<file path="src/verilog/hubcfg_pkg.sv">
/*
 * Constants shared by the hub configuration register bank: register
 * offsets, built-in default values, configuration mode codes and the
 * timing counts of the hardware reset recovery.
 * Assumes a single 250 MHz core clock.
 */
package hubcfg_pkg;

    // Core clock rate
    localparam int CLK_MHZ = 250;

    // Register offsets
    localparam logic [7:0] OFS_BUS_POWERED_MAX_POWER = 8'h0D;
    localparam logic [7:0] OFS_CTRL_CURRENT_SELF     = 8'h0E;
    localparam logic [7:0] OFS_CTRL_CURRENT_BUS      = 8'h0F;
    localparam logic [7:0] OFS_PORT_POWER_GOOD_DELAY = 8'h10;

    // Hardware reset value of every register
    localparam logic [7:0] REG_RESET_VALUE = 8'h00;
    // Answer for any unmapped address
    localparam logic [7:0] UNMAPPED_READ   = 8'h00;

    // Units of the budget and delay registers
    localparam int CURRENT_UNIT_MA     = 2;
    localparam int POWER_GOOD_UNIT_MS  = 2;

    // Built-in defaults, 0x32 = 50 units: 100 mA for the budgets, 100 ms for the delay
    localparam logic [7:0] DEF_BUS_POWERED_MAX_POWER = 8'h32;
    localparam logic [7:0] DEF_CTRL_CURRENT_SELF     = 8'h32;
    localparam logic [7:0] DEF_CTRL_CURRENT_BUS      = 8'h32;
    localparam logic [7:0] DEF_PORT_POWER_GOOD_DELAY = 8'h32;

    // Configuration source selected by the mode pins
    localparam logic [1:0] MODE_DEFAULT = 2'h0;
    localparam logic [1:0] MODE_STRAP   = 2'h1;
    localparam logic [1:0] MODE_EEPROM  = 2'h2;
    localparam logic [1:0] MODE_SMBUS   = 2'h3;

    // Recovery time after reset release
    localparam int RECOVERY_US     = 500;
    localparam int RECOVERY_CYCLES = RECOVERY_US * CLK_MHZ;

    // Recovery count at which synchronised straps are captured
    localparam int STRAP_SAMPLE_COUNT = 3;

    // Number of downstream ports and indicators
    localparam int NUM_PORTS = 2;

endpackage : hubcfg_pkg

</file>
<file path="src/verilog/hubcfg_sync2.sv">
/*
 * Two-flop synchroniser for a bundle of independent level inputs.
 * Assumes each bit is a slow level; no bus coherency is implied.
 */
module hubcfg_sync2 #(
    parameter int WIDTH = 1
) (
    input  wire logic             clk,
    input  wire logic             rst,
    input  wire logic [WIDTH-1:0] async_in,
    output logic      [WIDTH-1:0] sync_out
);

    logic [WIDTH-1:0] meta_r;

    if (WIDTH < 1) begin : g_bad_width
        $error("hubcfg_sync2: WIDTH must be at least 1");
    end

    // First flop read only by the second
    always_ff @(posedge clk or posedge rst) begin
        if (rst) begin
            meta_r   <= '0;
            sync_out <= '0;
        end else begin
            meta_r   <= async_in;
            sync_out <= meta_r;
        end
    end

endmodule : hubcfg_sync2

</file>
<file path="src/verilog/hubcfg_delay.sv">
/*
 * Recovery delay counter: counts up from reset release and raises done
 * once CYCLES edges have passed. Also reports the running count.
 * Assumes one clock; count freezes when done.
 */
module hubcfg_delay #(
    parameter int CYCLES = 125000,
    parameter int CW     = $clog2(CYCLES + 1)
) (
    input  wire logic          clk,
    input  wire logic          rst,
    output logic [CW-1:0]      count,
    output logic               done
);

    logic [CW-1:0] count_nxt;
    logic          done_nxt;

    if (CYCLES < 1) begin : g_bad_cycles
        $error("hubcfg_delay: CYCLES must be at least 1");
    end

    // Next count, stopping at the limit
    always_comb begin
        count_nxt = count;
        done_nxt  = done;
        if (!done) begin
            count_nxt = count + CW'(1);
            done_nxt  = (count_nxt == CW'(CYCLES));
        end
    end

    // Count register
    always_ff @(posedge clk or posedge rst) begin
        if (rst) begin
            count <= '0;
            done  <= 1'b0;
        end else begin
            count <= count_nxt;
            done  <= done_nxt;
        end
    end

endmodule : hubcfg_delay

</file>
<file path="src/verilog/hubcfg_top.sv">
/*
 * Hub configuration register bank tail and hardware reset sequencer.
 * Holds the power budget and power-good delay registers, serves loader
 * reads and writes, captures indicator straps after reset, waits out
 * the recovery time, then loads defaults in default or strap mode, or starts the EEPROM fetch in EEPROM mode.
 * Gates port power, transceivers and indicators by state; the oscillator runs from the first clk edge after rst goes low.
 * Assumes rst is a clean image of the reset pin, held long enough by
 * the board; mode and strap pins are asynchronous; the loader and port
 * logic run on clk.
 */
//
// Overview of operation
// - Bus-powered max power register: 8 bits, 2 mA units, 50 means 100 mA.
// - Self-powered controller current: 8 bits, 2 mA units, default 50.
// - Bus-powered controller current: 8 bits, 2 mA units, default 50.
// - Power-good delay register counts 2 ms steps from port power-on.
// - Reads of undefined addresses return zero.
// - Writes to undefined addresses change nothing and raise no error.
// - Default mode loads built-in values into all registers.
// - Strap mode uses strap pins for their subset, defaults elsewhere.
// - Green indicator pins sampled after reset release, used as config.
// - Indicator strapped high drives active low, sinking current.
// - Indicator strapped low drives active high, sourcing current.
// - Reset disables downstream ports and drops port power switches.
// - Reset disables transceivers, differential pairs high impedance.
// - Reset aborts every transaction and keeps no transaction state.
// - Reset returns every register to its reset value, zero for all.
// - Reset halts oscillator and PLL and disables indicators.
// - Device becomes operational 500 us after reset release.
// - Once operational, EEPROM fetch starts only in EEPROM mode.
module hubcfg_top #(
    parameter int RECOVERY_CYCLES = hubcfg_pkg::RECOVERY_CYCLES,
    parameter int NUM_PORTS       = hubcfg_pkg::NUM_PORTS
) (
    input  wire logic                 clk,
    input  wire logic                 rst,
    input  wire logic [1:0]           cfg_mode_pin,
    input  wire logic [NUM_PORTS-1:0] led_pin_in,
    input  wire logic [NUM_PORTS-1:0] led_on,
    input  wire logic                 cfg_wr_en,
    input  wire logic                 cfg_rd_en,
    input  wire logic [7:0]           cfg_addr,
    input  wire logic [7:0]           cfg_wr_data,
    input  wire logic                 eeprom_done,
    input  wire logic [NUM_PORTS-1:0] port_power_req,
    output logic [7:0]                cfg_rd_data_r,
    output logic                      cfg_rd_valid_r,
    output logic [7:0]                bus_powered_max_power_r,
    output logic [7:0]                controller_current_self_powered_r,
    output logic [7:0]                controller_current_bus_powered_r,
    output logic [7:0]                port_power_good_delay_r,
    output logic [NUM_PORTS-1:0]      downstream_port_power_switch_r,
    output logic [NUM_PORTS-1:0]      port_enable_r,
    output logic                      phy_enable_r,
    output logic                      osc_pll_run_r,
    output logic [NUM_PORTS-1:0]      led_out_r,
    output logic [NUM_PORTS-1:0]      led_oe_r,
    output logic [NUM_PORTS-1:0]      strap_cfg_r,
    output logic                      operational_r,
    output logic                      eeprom_fetch_r
);

    localparam int CW = $clog2(RECOVERY_CYCLES + 1);

    typedef enum logic [1:0] {
        HUBCFG_ST_RECOVER = 2'b00,
        HUBCFG_ST_FETCH   = 2'b01,
        HUBCFG_ST_RUN     = 2'b11
    } hubcfg_state_t;

    if (RECOVERY_CYCLES <= hubcfg_pkg::STRAP_SAMPLE_COUNT) begin : g_bad_rc
        $error("hubcfg_top: RECOVERY_CYCLES too small");
    end
    if (NUM_PORTS < 1) begin : g_bad_np
        $error("hubcfg_top: NUM_PORTS must be >= 1");
    end

    // Register index of an address, 4 when unmapped
    function automatic logic [2:0] reg_index(input logic [7:0] addr);
        case (addr)
            hubcfg_pkg::OFS_BUS_POWERED_MAX_POWER: reg_index = 3'h0;
            hubcfg_pkg::OFS_CTRL_CURRENT_SELF:     reg_index = 3'h1;
            hubcfg_pkg::OFS_CTRL_CURRENT_BUS:      reg_index = 3'h2;
            hubcfg_pkg::OFS_PORT_POWER_GOOD_DELAY: reg_index = 3'h3;
            default:                               reg_index = 3'h4;
        endcase
    endfunction : reg_index

    logic [1:0]           mode_sync;
    logic [NUM_PORTS-1:0] led_sync;
    logic [CW-1:0]        rec_count;
    logic                 rec_done;

    // Mode and strap pins come from outside the clock domain
    hubcfg_sync2 #(.WIDTH(2)) u_mode_sync (
        .clk      (clk),
        .rst      (rst),
        .async_in (cfg_mode_pin),
        .sync_out (mode_sync)
    );

    hubcfg_sync2 #(.WIDTH(NUM_PORTS)) u_led_sync (
        .clk      (clk),
        .rst      (rst),
        .async_in (led_pin_in),
        .sync_out (led_sync)
    );

    // Time from reset release to operational
    hubcfg_delay #(.CYCLES(RECOVERY_CYCLES), .CW(CW)) u_recovery (
        .clk   (clk),
        .rst   (rst),
        .count (rec_count),
        .done  (rec_done)
    );

    // Sequencer
    hubcfg_state_t        state_r;
    hubcfg_state_t        state_nxt;
    logic [1:0]           mode_r;
    logic [1:0]           mode_nxt;
    logic [NUM_PORTS-1:0] strap_r;
    logic [NUM_PORTS-1:0] strap_nxt;
    logic                 strap_taken_r;
    logic                 strap_taken_nxt;
    logic                 load_defaults;
    logic                 fetch_nxt;

    // Strap capture and mode latch after release, then state walk
    always_comb begin
        state_nxt       = state_r;
        mode_nxt        = mode_r;
        strap_nxt       = strap_r;
        strap_taken_nxt = strap_taken_r;
        load_defaults   = 1'b0;
        fetch_nxt       = eeprom_fetch_r;
        if (!strap_taken_r &&
            rec_count == CW'(hubcfg_pkg::STRAP_SAMPLE_COUNT)) begin
            strap_nxt       = led_sync;
            mode_nxt        = mode_sync;
            strap_taken_nxt = 1'b1;
        end
        case (state_r)
            HUBCFG_ST_RECOVER: begin
                if (rec_done) begin
                    case (mode_r)
                        hubcfg_pkg::MODE_EEPROM: begin
                            state_nxt = HUBCFG_ST_FETCH;
                            fetch_nxt = 1'b1;
                        end
                        hubcfg_pkg::MODE_SMBUS: begin
                            state_nxt = HUBCFG_ST_RUN;
                        end
                        default: begin
                            load_defaults = 1'b1;
                            state_nxt     = HUBCFG_ST_RUN;
                        end
                    endcase
                end
            end
            HUBCFG_ST_FETCH: begin
                if (eeprom_done) begin
                    fetch_nxt = 1'b0;
                    state_nxt = HUBCFG_ST_RUN;
                end
            end
            HUBCFG_ST_RUN: begin
                fetch_nxt = 1'b0;
            end
            default: begin
                state_nxt = HUBCFG_ST_RECOVER;
                fetch_nxt = 1'b0;
            end
        endcase
    end

    // Sequencer registers; reset discards all progress
    always_ff @(posedge clk or posedge rst) begin
        if (rst) begin
            state_r        <= HUBCFG_ST_RECOVER;
            mode_r         <= hubcfg_pkg::MODE_DEFAULT;
            strap_r        <= '0;
            strap_taken_r  <= 1'b0;
            eeprom_fetch_r <= 1'b0;
        end else begin
            state_r        <= state_nxt;
            mode_r         <= mode_nxt;
            strap_r        <= strap_nxt;
            strap_taken_r  <= strap_taken_nxt;
            eeprom_fetch_r <= fetch_nxt;
        end
    end

    // Register bank
    logic [7:0] max_power_nxt;
    logic [7:0] cur_self_nxt;
    logic [7:0] cur_bus_nxt;
    logic [7:0] pg_delay_nxt;
    logic [7:0] rd_data_nxt;
    logic       rd_valid_nxt;
    logic       access_ok;

    assign access_ok = (state_r != HUBCFG_ST_RECOVER);

    // Writes and reads by address; unmapped ones fall through
    always_comb begin
        max_power_nxt = bus_powered_max_power_r;
        cur_self_nxt  = controller_current_self_powered_r;
        cur_bus_nxt   = controller_current_bus_powered_r;
        pg_delay_nxt  = port_power_good_delay_r;
        rd_data_nxt   = hubcfg_pkg::UNMAPPED_READ;
        rd_valid_nxt  = cfg_rd_en && access_ok;
        if (load_defaults) begin
            max_power_nxt = hubcfg_pkg::DEF_BUS_POWERED_MAX_POWER;
            cur_self_nxt  = hubcfg_pkg::DEF_CTRL_CURRENT_SELF;
            cur_bus_nxt   = hubcfg_pkg::DEF_CTRL_CURRENT_BUS;
            pg_delay_nxt  = hubcfg_pkg::DEF_PORT_POWER_GOOD_DELAY;
        end else if (cfg_wr_en && access_ok) begin
            case (reg_index(cfg_addr))
                3'h0:    max_power_nxt = cfg_wr_data;
                3'h1:    cur_self_nxt  = cfg_wr_data;
                3'h2:    cur_bus_nxt   = cfg_wr_data;
                3'h3:    pg_delay_nxt  = cfg_wr_data;
                default: max_power_nxt = bus_powered_max_power_r;
            endcase
        end
        if (cfg_rd_en && access_ok) begin
            case (reg_index(cfg_addr))
                3'h0:    rd_data_nxt = bus_powered_max_power_r;
                3'h1:    rd_data_nxt = controller_current_self_powered_r;
                3'h2:    rd_data_nxt = controller_current_bus_powered_r;
                3'h3:    rd_data_nxt = port_power_good_delay_r;
                default: rd_data_nxt = hubcfg_pkg::UNMAPPED_READ;
            endcase
        end
    end

    // Register bank flops, all back to reset value on reset
    always_ff @(posedge clk or posedge rst) begin
        if (rst) begin
            bus_powered_max_power_r           <= hubcfg_pkg::REG_RESET_VALUE;
            controller_current_self_powered_r <= hubcfg_pkg::REG_RESET_VALUE;
            controller_current_bus_powered_r  <= hubcfg_pkg::REG_RESET_VALUE;
            port_power_good_delay_r           <= hubcfg_pkg::REG_RESET_VALUE;
            cfg_rd_data_r                     <= hubcfg_pkg::UNMAPPED_READ;
            cfg_rd_valid_r                    <= 1'b0;
        end else begin
            bus_powered_max_power_r           <= max_power_nxt;
            controller_current_self_powered_r <= cur_self_nxt;
            controller_current_bus_powered_r  <= cur_bus_nxt;
            port_power_good_delay_r           <= pg_delay_nxt;
            cfg_rd_data_r                     <= rd_data_nxt;
            cfg_rd_valid_r                    <= rd_valid_nxt;
        end
    end

    // Port, PHY, clock and indicator gating
    logic                 run;
    logic [NUM_PORTS-1:0] pwr_nxt;
    logic [NUM_PORTS-1:0] en_nxt;
    logic [NUM_PORTS-1:0] led_out_nxt;
    logic [NUM_PORTS-1:0] led_oe_nxt;
    logic [NUM_PORTS-1:0] strap_cfg_nxt;
    logic                 defaults_mode;

    assign run           = (state_r == HUBCFG_ST_RUN);
    assign defaults_mode = (mode_r == hubcfg_pkg::MODE_DEFAULT) ||
                           (mode_r == hubcfg_pkg::MODE_STRAP);

    // Ports powered and enabled only when operational
    always_comb begin
        pwr_nxt = port_power_req & {NUM_PORTS{run}};
        en_nxt  = {NUM_PORTS{run}};
    end

    // Indicator polarity set by the captured strap level
    genvar gi;
    generate
        for (gi = 0; gi < NUM_PORTS; gi++) begin : g_led
            always_comb begin
                led_oe_nxt[gi]    = run;
                led_out_nxt[gi]   = strap_r[gi] ? ~led_on[gi]
                                                :  led_on[gi];
                strap_cfg_nxt[gi] = strap_r[gi] & defaults_mode;
            end
        end
    endgenerate

    // Output flops; reset holds everything off
    always_ff @(posedge clk or posedge rst) begin
        if (rst) begin
            downstream_port_power_switch_r <= '0;
            port_enable_r                  <= '0;
            phy_enable_r                   <= 1'b0;
            osc_pll_run_r                  <= 1'b0;
            led_out_r                      <= '0;
            led_oe_r                       <= '0;
            strap_cfg_r                    <= '0;
            operational_r                  <= 1'b0;
        end else begin
            downstream_port_power_switch_r <= pwr_nxt;
            port_enable_r                  <= en_nxt;
            phy_enable_r                   <= run;
            osc_pll_run_r                  <= 1'b1;
            led_out_r                      <= led_out_nxt;
            led_oe_r                       <= led_oe_nxt;
            strap_cfg_r                    <= strap_cfg_nxt;
            operational_r                  <= rec_done;
        end
    end

endmodule : hubcfg_top

</file>
<file path="config.mk">
export PLATFORM = sky130hd
export DESIGN_NAME = hubcfg_top
export DESIGN_NICKNAME = d
export VERILOG_FILES = /design/src/verilog/hubcfg_pkg.sv /design/src/verilog/hubcfg_sync2.sv /design/src/verilog/hubcfg_delay.sv /design/src/verilog/hubcfg_top.sv
export SDC_FILE = /design/constraint.sdc
export NUM_CORES = 1
export LEC_CHECK = 0
export BUFFER_PORTS_ARGS = -buffer_cell sky130_fd_sc_hd__buf_2
export CAP_MARGIN = 10
export CORE_ASPECT_RATIO = 0.8
export CORE_UTILIZATION = 54
export DETAILED_ROUTE_END_ITERATION = 8
export PLACE_DENSITY = 0.8
export SYNTH_ARGS = -nofsm -noshare
export SYNTH_HDL_FRONTEND = slang
export SYNTH_SLANG_ARGS = --single-unit
</file>
<file path="constraint.sdc">
create_clock -name clk -period 3.3 [get_ports clk]
set_input_delay 0.66 -clock clk [delete_from_list [all_inputs] [get_ports clk]]
set_output_delay 0.66 -clock clk [all_outputs]
set_load 0.005 [all_outputs]
</file>
* Yosys cells after proc, flatten, opt, wreduce, memory -nomap -nowiden
Cells that the tools add are included.
** Operators by class
- $add $sub $neg :: 1
- $mul :: 0
- Div/mod/pow operators :: 0
- Order comparisons :: 0
- Equality and inequality tests :: 20
- Shifts and indexed selects :: 0
- Muxes and demuxes :: 32
- Bitwise logic cells :: 6
- Reduce and logical (&&, ||, !) cells :: 22
** Operator list (number)
- $mux W8 :: 13
- $pmux W8 S4 :: 1
- $eq A8 B4 Y1 const B :: 3
- $add A17 B1 Y17 const B :: 1
- $eq A17 B17 Y1 const B :: 1
- $eq A17 B2 Y1 const B :: 1
- $eq A3 B2 Y1 const B :: 4
- $pmux W3 S4 :: 1
- $reduce_bool A2 Y1 :: 6
- $mux W1 :: 9
- $mux W3 :: 3
- $eq A8 B5 Y1 const B :: 1
- $reduce_and A2 Y1 :: 4
- $eq A2 B2 Y1 const B :: 3
- $eq A3 B1 Y1 const B :: 2
- $logic_not A3 Y1 :: 2
- $mux W2 :: 3
- $pmux W2 S3 :: 1
- $reduce_and A3 Y1 :: 2
- $eq A2 B1 Y1 const B :: 2
- $logic_not A2 Y1 :: 2
- $ne A2 B1 Y1 const B :: 2
- $logic_and A1 B1 Y1 :: 3
- $not A1 Y1 :: 3
- other kinds (7) :: 8
** Word-level totals
- Register bits :: 85
- Bits in latches :: 0
- Bits in writable memories :: 0
- ROM bits :: 0
- Input port bits :: 29
- Output and inout port bits :: 55
- Logic and storage cells :: 105
- Memories :: 0

* Logic depth before layout (Yosys ltp)
Gate-level depths: netlist of the first run.
- Depth after elaboration :: 10
- Mapped depth :: 7
- Depth with buffers taken out :: 6

* Modules after synthesis
Synthesis of the first run repeated with hierarchy kept, for this count alone.
** Second synthesis, totals
- Cell total of the unflattened synthesis :: 374
- Area, all modules :: 3990.1 µm²
** Modules (own cells, without submodules)
- hubcfg_top :: times used 1, cells each 253, area each 2678.8 µm², seq. area each 1451.4 µm²
- hubcfg_delay :: times used 1, cells each 111, area each 1103.6 µm², seq. area each 450.4 µm²
- hubcfg_sync2 :: times used 2, cells each 5, area each 103.8 µm², seq. area each 100.1 µm²

* Worst setup path after synthesis of the first run
No wires, ideal clock.
- Path type :: in2reg
- Start :: input port cfg_addr[5]
- End :: register bus_powered_max_power_r[1]
- Setup time :: 0.134 ns
- Arrival time :: 1.739 ns
- Required time :: 3.166 ns
- Setup slack :: 1.427 ns
- Cell stages on the path :: 7
- Buffers on the path :: 2
- Cells stage by stage :: nor3_2 -> and4b_1 -> buf_2 -> and2_1 -> buf_4 -> mux2i_1 -> nand2_1
** On the way
- Word-level cells in the longest chain between the ends :: 7
- Elaborated cells between the ends (all ways) :: 10
- Those cells by class :: eq/ne (4); mux (3); reduce/logical (3)
** RTL lines
- start: declaration :: RTL line hubcfg_top.sv:42 : input wire logic [7:0] cfg_addr,
- $eq A8 B5 Y1 / $eq A8 B4 Y1 (equally long branches) :: RTL line hubcfg_top.sv:80 : case (addr)
- $pmux W3 S4 (*) :: RTL line hubcfg_top.sv:80
- $mux W3 (*) :: RTL line hubcfg_top.sv:218 : end else if (cfg_wr_en && access_ok) begin
- $mux W3 (*) :: RTL line hubcfg_top.sv:213 : if (load_defaults) begin
- $logic_not A3 Y1 (*) :: RTL line hubcfg_top.sv:219 : case (reg_index(cfg_addr))
- $reduce_bool A2 Y1 (no line) (*)
- $reduce_and A2 Y1 (no line) (*)
- end signal: assignment :: RTL line hubcfg_top.sv:241 : bus_powered_max_power_r <= hubcfg_pkg::REG_RESET_VALUE;
- end signal: assignment :: RTL line hubcfg_top.sv:248 : bus_powered_max_power_r <= max_power_nxt;
- end: declaration :: RTL line hubcfg_top.sv:48 : output logic [7:0] bus_powered_max_power_r,
Every way passes the cells marked *; elsewhere a longest branch is shown, timed or not. The select of a mux whose other input is x is not followed.
A chain may end at the register's enable or synchronous reset.

* Worst setup path in the final report of the first run
- Start :: input port cfg_addr[5]
- End :: register bus_powered_max_power_r[2]
The elaborated chain is that of the path after synthesis.

==> results of run 1 <==
## Yosys cell counts (4+ instances only)
cell / n
buf_4: 5
nor2_1: 27
mux2i_1: 25
nand3_1: 23
nand2_1: 35
nor3_1: 5
xnor2_1: 14
and3_1: 4
a222oi_1: 8
mux2_2: 6
xor2_1: 5
nor4_1: 5
dfrtp_1: 84
buf_2: 9
clkbuf_1: 7
a21oi_1: 17
## final timing paths
| check | to | slack [ns] | cells after the start |
|---|---|---|---|
| setup / recovery | bus_powered_max_power_r[2] | 1.22 | 6 |
| hold / removal | u_led_sync.sync_out[0] | 0.35 | 0 |
| setup reg to reg | controller_current_bus_powered_r[0] | 1.28 | 4 |
| hold reg to reg | u_led_sync.sync_out[0] | 0.35 | 0 |
| max in group asynchronous | controller_current_self_powered_r[3] | 2.20 | 3 |
| min in group asynchronous | u_recovery.count[10] | 0.43 | 2 |
## metrics by stage
stage | area (um2) | hold WS (ns) | setup slack, ns | power (mW) | instances
2_1_floorplan | 3670 | 0.331 | 0.475 | 1.09 | 327
3_3_place_gp | 4120 | 0.332 | 0.955 | 1.13 | 475
3_5_place_dp | 4120 | 0.335 | 0.902 | 1.13 | 475
4_1_cts | 4300 | 0.353 | 1.26 | 1.79 | 491
5_1_grt | 4300 | 0.360 | 1.11 | 1.84 | 491
6_report | 4300 | 0.352 | 1.22 | 1.78 | 491
## per-layer routing
metal  global-route usage [%]  up-vias
met5                        0        -
met2                     37.2      150
met4                     8.21        0
li1                         -     1298
met3                     6.49       11
met1                     37.5     1390
## where the power goes
part           internal, mW  switching [mW]
Combinational        0.0238          0.0395
Sequential             1.04         0.00585
Clock                 0.292           0.374
Total                  1.36           0.419
## cell families (layout without fill, tap and decap cells)
| group | Yosys count | count (layout) | synth area share [%] |
|---|---|---|---|
| AND/OR/NAND/NOR | 129 | 129 | 18.9 |
| flip-flops | 84 | 84 | 57.2 |
| AO/OA/AOI/OAI | 36 | 36 | 6.68 |
| multiplexers | 31 | 31 | 8.65 |
| buffers and inverters | 26 | 106 | 3.54 |
| XOR/XNOR | 19 | 19 | 4.53 |
| adder cells (fa/ha/maj) | 1 | 1 | 0.341 |
| other | 1 | 1 | 0.102 |
## sequential cells by signal (all words and copies together) (netlist names), 2 cells and up
signal,flops
controller_current_bus_powered_r,8
u_mode_sync.sync_out,2
u_led_sync.meta_r,2
u_led_sync.sync_out,2
u_recovery.count,17
bus_powered_max_power_r,8
port_power_good_delay_r,8
downstream_port_power_switch_r,2
u_mode_sync.meta_r,2
cfg_rd_data_r,8
strap_cfg_r,2
state_r,2
led_out_r,2
strap_r,2
controller_current_self_powered_r,8
mode_r,2
## layout make-up
type	count	area [um2]	share of cell area (%)
Clock inverter	6	38.8	0.902
Multi-Input combinational cell	217	1450	33.6
Clock buffer	10	138	3.20
Tap cell	84	105	2.44
Timing Repair Buffer	87	458	10.6
Sequential cell	84	2100	48.9
Inverter	3	12.5	0.291
## worst reg2reg max path: stages, from the launching register on
cell and delay (ns):
dfrtp_1 0.53, o21a_1 0.52, nand4_2 0.47, mux2i_1 0.32
nor2_1 0.06
==> flow_summary.ini, run 1 <==
[run_status]
outcome = finished clean

[cells_and_area]
nets = 432
final_cell_mix = 84 x dfrtp_1, 83 x buf_2, 35 x nand2_1
area_delta_synth_final_pct = 17.1
layout_commonest_cell = dfrtp_1
fin_util_pct = 66.4
n_fill_cell = 517
antenna_cells = 0
drive_gt1_share_pct = 29.0

[logic_synthesis]
synthCells = 327
async_reset_ff_share_pct = 100
ys.flop_type = dfrtp_1
ys_warn_count = 0
ys_seq_area_share_pct = 57.2
synth_area_leader_cell = dfrtp_1
synth.cell_area_um2 = 3670
synth.area.top_cells = dfrtp_1 57%, mux2i_1 6.8%, nand2_1 3.6%
synth_area_per_cell_um2 = 11.2
synth_seq_cells = 84
synth-edff-count = 0
syn-num-nets = 357
yosysUniqueCellTypes = 45
yosysTopAreaCellShare_pct = 57.2

[routing]
drtIter0Drc = 305
dr.pass1.iters = 5
top_layer = met4
viasPerCell = 5.80
vias = 2849
ant_nets = 0
drt_wl_total_mm = 8.48
wire_per_inst_um = 17.3
route.layer.met1.wl_mm = 3.80
wl_met2_mm = 3.84
routed-wl-met3_um = 738
drc_errors = 0

[clock_network]
cts_tree = built
hold_buffers = 0
htree_levels = 3
cts_root_buffer = clkbuf_8
cts.clk_slew.worst_paths_ns = 0.08
post_cts_buffers = 0
cts-resized-gates = 0
cts_max_path_buffers = 2
insertion_delay_ns = 0.36
cts_sinks = 84
cts_buffers = 9

[global_route]
grt_max_degree = 48
first_global_vias = 2599
grt_pass1_wl_mm = 13.4
grt_overflow = 0
grt_use_total_pct = 25.5
antenna_found_initial = 0

[hold_path]
hp-start = u_led_sync.meta_r[0]
worst_hold_path_type = flop to flop

[critical_path]
required_ns = 3.54
slowest_delay_ns = 0.49
critical_path.top_delay_family = simple AND/OR/NAND/NOR gates
worstPathMaxFanout = 9
rr_startpoint = state_r[0]
crit_chain = buf_2, nor3_2, and4b_1, and2_1, mux2i_1, nor2_1
crit_path_start = cfg_addr[5]
crit_type = input port to flop
critPathLaunchType = input port
cp_slowest_cell = and2_1
crit_buf_inv = 1
critPathCaptureType = flop
cp.arrival_ns = 2.32

[sta]
hold_viol = 0
fmax_mhz = 482
tightest_slew_ns = 0.821
post-route-min-period_ns = 2.08
post-route-period-util_pct = 62.9
rsz0062_at_grt = false
fin_skew_ns = 0.0126
relSlewSlack_pct = 45.2
setup_tns_ns = 0
slew_viol_final = 0
setup_viol = 0

[floorplanning]
start_util_pct = 56.7
dieHeight_um = 75.8
die-area_um2 = 7140
die-width_um = 94.2
rows = 26
io_pins = 84
core-area_um2 = 6470

[power_and_ir_drop]
vdd.ir_drop.worst_mv = 0.329
leakage_nw = 2.07
power.density_nw_per_um2 = 413

[run]
drv_cap = 0

[place]
dp_hpwl_mm = 5.70
port_buffers = 83
globalplace.congestion = 0.894
(Power assumes the default switching activity.)
==> run 2: changes to the inputs <==
Settings changed: ABC_AREA set to 1, CORE_UTILIZATION 54 to 49, PLACE_DENSITY 0.8 to 0.76.
Clock period 3.3 ns to 1.9 ns, I/O delays scaled along.
==> run 2 against run 1 <==
Clock-buffer cell count up 1. Via count up 22%. Setup slack worse by 0.98 ns. Final cell count up 37%. Die area up 18%. Flip-flop and latch count unchanged. Cell area up 11%. Clock skew down 0.0012 ns. Wire length up 7.7%. Worst hold slack worse by 0.22 ns. Global-route usage down 2.0 points. Critical path depth up 5. Highest routed layer unchanged.
==> flow_summary.ini, run 2 <==
[run_status]
outcome = finished clean

[routing]
routed-wl-met3_um = 769
dr.pass1.iters = 5
ant_nets = 0
wl_met2_mm = 4.08
route.layer.met1.wl_mm = 4.19
drtIter0Drc = 295
viasPerCell = 5.16
drc_errors = 0
vias = 3463
drt_wl_total_mm = 9.13
top_layer = met4
wire_per_inst_um = 13.6

[sta]
slew_viol_final = 0
setup_tns_ns = 0
rsz0062_at_grt = false
post-route-min-period_ns = 1.65
setup_viol = 0
fin_skew_ns = 0.0115
hold_viol = 0
worst_slack_ns = 0.248
fmax_mhz = 605
post-route-period-util_pct = 86.9

[floorplanning]
io_pins = 84
core-area_um2 = 7600
die-width_um = 103
dieHeight_um = 82.4
rows = 28
start_util_pct = 52.1
die-area_um2 = 8450

[critical_path]
r2r_cells = 11
cpMostUsedCell = nand2_1
cp.arrival_ns = 1.95
worstPathMaxFanout = 7
critPathLaunchType = flop
critPathCaptureType = flop
cp_slowest_cell = dfrtp_1
crit_chain = ha_1, nand2_1, nor2_4, nand2_1, inv_1, nand3_1, nand2_1, nand2_1, nor2_1, nand2_1, nand2_1
reg2reg_to = u_recovery.done
r2r_setup_slack_ns = 0.25
rr_startpoint = u_recovery.count[0]
slowest_delay_ns = 0.42
crit_type = flop to flop
required_ns = 2.20

[logic_synthesis]
synth_most_common_cell = nand2_1
yosysTopAreaCellShare_pct = 53.1
synth.cell_area_um2 = 3960
syn-num-nets = 499
ys_warn_count = 0
synth_area_leader_cell = dfrtp_1
async_reset_ff_share_pct = 100
synth.area.top_cells = dfrtp_1 53%, nand2_1 12%, inv_1 6.0%
synthCells = 469
synth_area_per_cell_um2 = 8.44
synth-edff-count = 0
ys.flop_type = dfrtp_1
ys_seq_area_share_pct = 53.1
yosysUniqueCellTypes = 36
synth_seq_cells = 84
synthTopCellsByCount = 122 x nand2_1, 84 x dfrtp_1, 63 x inv_1, 42 x nor2_1, 39 x o21ai_0

[cells_and_area]
n_fill_cell = 658
largest_reg_flops = 17
drive_gt1_share_pct = 25.6
multiInputGateArea_um2 = 1520
regMostFlops = u_recovery.count
stdcell_area_um2 = 4770
final_cell_mix = 122 x nand2_1, 84 x dfrtp_1, 83 x buf_2
nets = 591
layout_commonest_cell = nand2_1
seqCellArea_um2 = 2100
area_delta_synth_final_pct = 20.4
antenna_cells = 0

[power_and_ir_drop]
power_mw = 3.54
leakage_nw = 2.45
vdd.ir_drop.worst_mv = 0.603
comb_power_share_pct = 4.5
power.density_nw_per_um2 = 742
swShare_pct = 21.2
p_clk_share_pct = 43.8
internal_power_mw = 2.79
switching_power_mw = 0.749
seqPwrFrac_pct = 51.8

[clock_network]
cts_tree = built
cts_max_path_buffers = 2
cts_root_buffer = clkbuf_8
post_cts_buffers = 0
cts_buffers = 9
cts.clk_slew.worst_paths_ns = 0.08
htree_levels = 3
insertion_delay_ns = 0.36
cts_sinks = 84

[global_route]
grt_max_degree = 74
first_global_vias = 3071
grt_pass1_wl_mm = 14.8
antenna_found_initial = 0
grt_use_total_pct = 23.5
grt_overflow = 0

[hold_path]
min_path_cells = 1
hp-start = led_pin_in[1]
whs_endpoint = u_led_sync.meta_r[1]
worst_hold_path_type = input port to flop

[run]
drv_cap = 0

[place]
globalplace.congestion = 0.942
port_buffers = 83
dp_hpwl_mm = 6.96
place_area_um2 = 4510
dp_worst_setup_slack_ns = 0.203
## run 2: changes by cell type after synthesis, moves of 12 or more
cell / change
a21oi_1: -15
inv_1: +60
mux2i_1: -25
nand2_1: +87
nor2_1: +15
o21ai_0: +37
o21ai_1: +12
xnor2_1: -13
## run 2: what timing repair did
item,CTS,global route
endpoints found under the hold margin,11,0
hold buffers,1,0
endpoints found under the setup margin,0,0
resized for setup,0,0
## run 2: kinds of logic after synthesis
| logic type | synth area share [%] |
|---|---|
| compound gates | 11.4 |
| xor+xnor | 0.885 |
| fa+ha+maj | 0.316 |
| buf+inv | 8.53 |
| flops | 53.1 |
| other cells | 0.0947 |
| simple gates | 25.7 |
## run 2: how the worst max path moves through the flow
stage | start | to | slack [ns] | cells after the start
3_3_place_gp | cfg_addr[4] | controller_current_bus_powered_r[3] | 0.26 | 11
3_5_place_dp | cfg_addr[4] | controller_current_self_powered_r[7] | 0.20 | 9
4_1_cts | state_r[0] | controller_current_bus_powered_r[4] | 0.24 | 8
6_report | u_recovery.count[0] | u_recovery.done | 0.25 | 11
5_1_grt | u_recovery.count[0] | mode_r[1] | 0.06 | 6
2_1_floorplan | cfg_addr[4] | controller_current_bus_powered_r[0] | 0.45 | 11
## run 2: area by class of cell
type                            instances  area share [%]
Clock buffer                           11            2.96
Tap cell                              105            2.75
Timing Repair Buffer                   91            10.3
Clock inverter                          5            2.26
Inverter                               70            5.80
Sequential cell                        84            44.1
Multi-Input combinational cell        305            31.9
## run 2: power by group through the flow
stage	sequential [mW]	clock, mW	combinational [mW]
finish	1.83	1.55	0.158
global route	1.83	1.65	0.183
CTS	1.83	1.59	0.162
detailed placement	1.87	0	0.159
global placement	1.87	0	0.156
floorplan	1.87	0	0.0777
## run 2: critical path, delay by kind of cell, from the launching register on
family / cells / cell delay, ns
flip-flops: 1 / 0.42
adder cells (fa/ha/maj): 1 / 0.21
AND/OR/NAND/NOR: 9 / 0.87
buffers and inverters: 1 / 0.10
## run 2: stage by stage
| stage | hold WS [ns] | std cells | utilization [%] |
|---|---|---|---|
| final | 0.134 | 671 | 62.7 |
| after floorplan | 0.331 | 469 | - |
| after detailed placement | 0.336 | 654 | 59.3 |
| after global placement | 0.332 | 654 | 59.3 |
| after global routing | 0.112 | 671 | 62.7 |
| after CTS | 0.117 | 671 | 62.7 |
## run 2: routing by layer
metal  GRT usage (%)  vias up
met5               0        -
met4            5.86        0
met3            6.57       13
met2            34.0      139
met1            34.7     1629
li1                -     1682
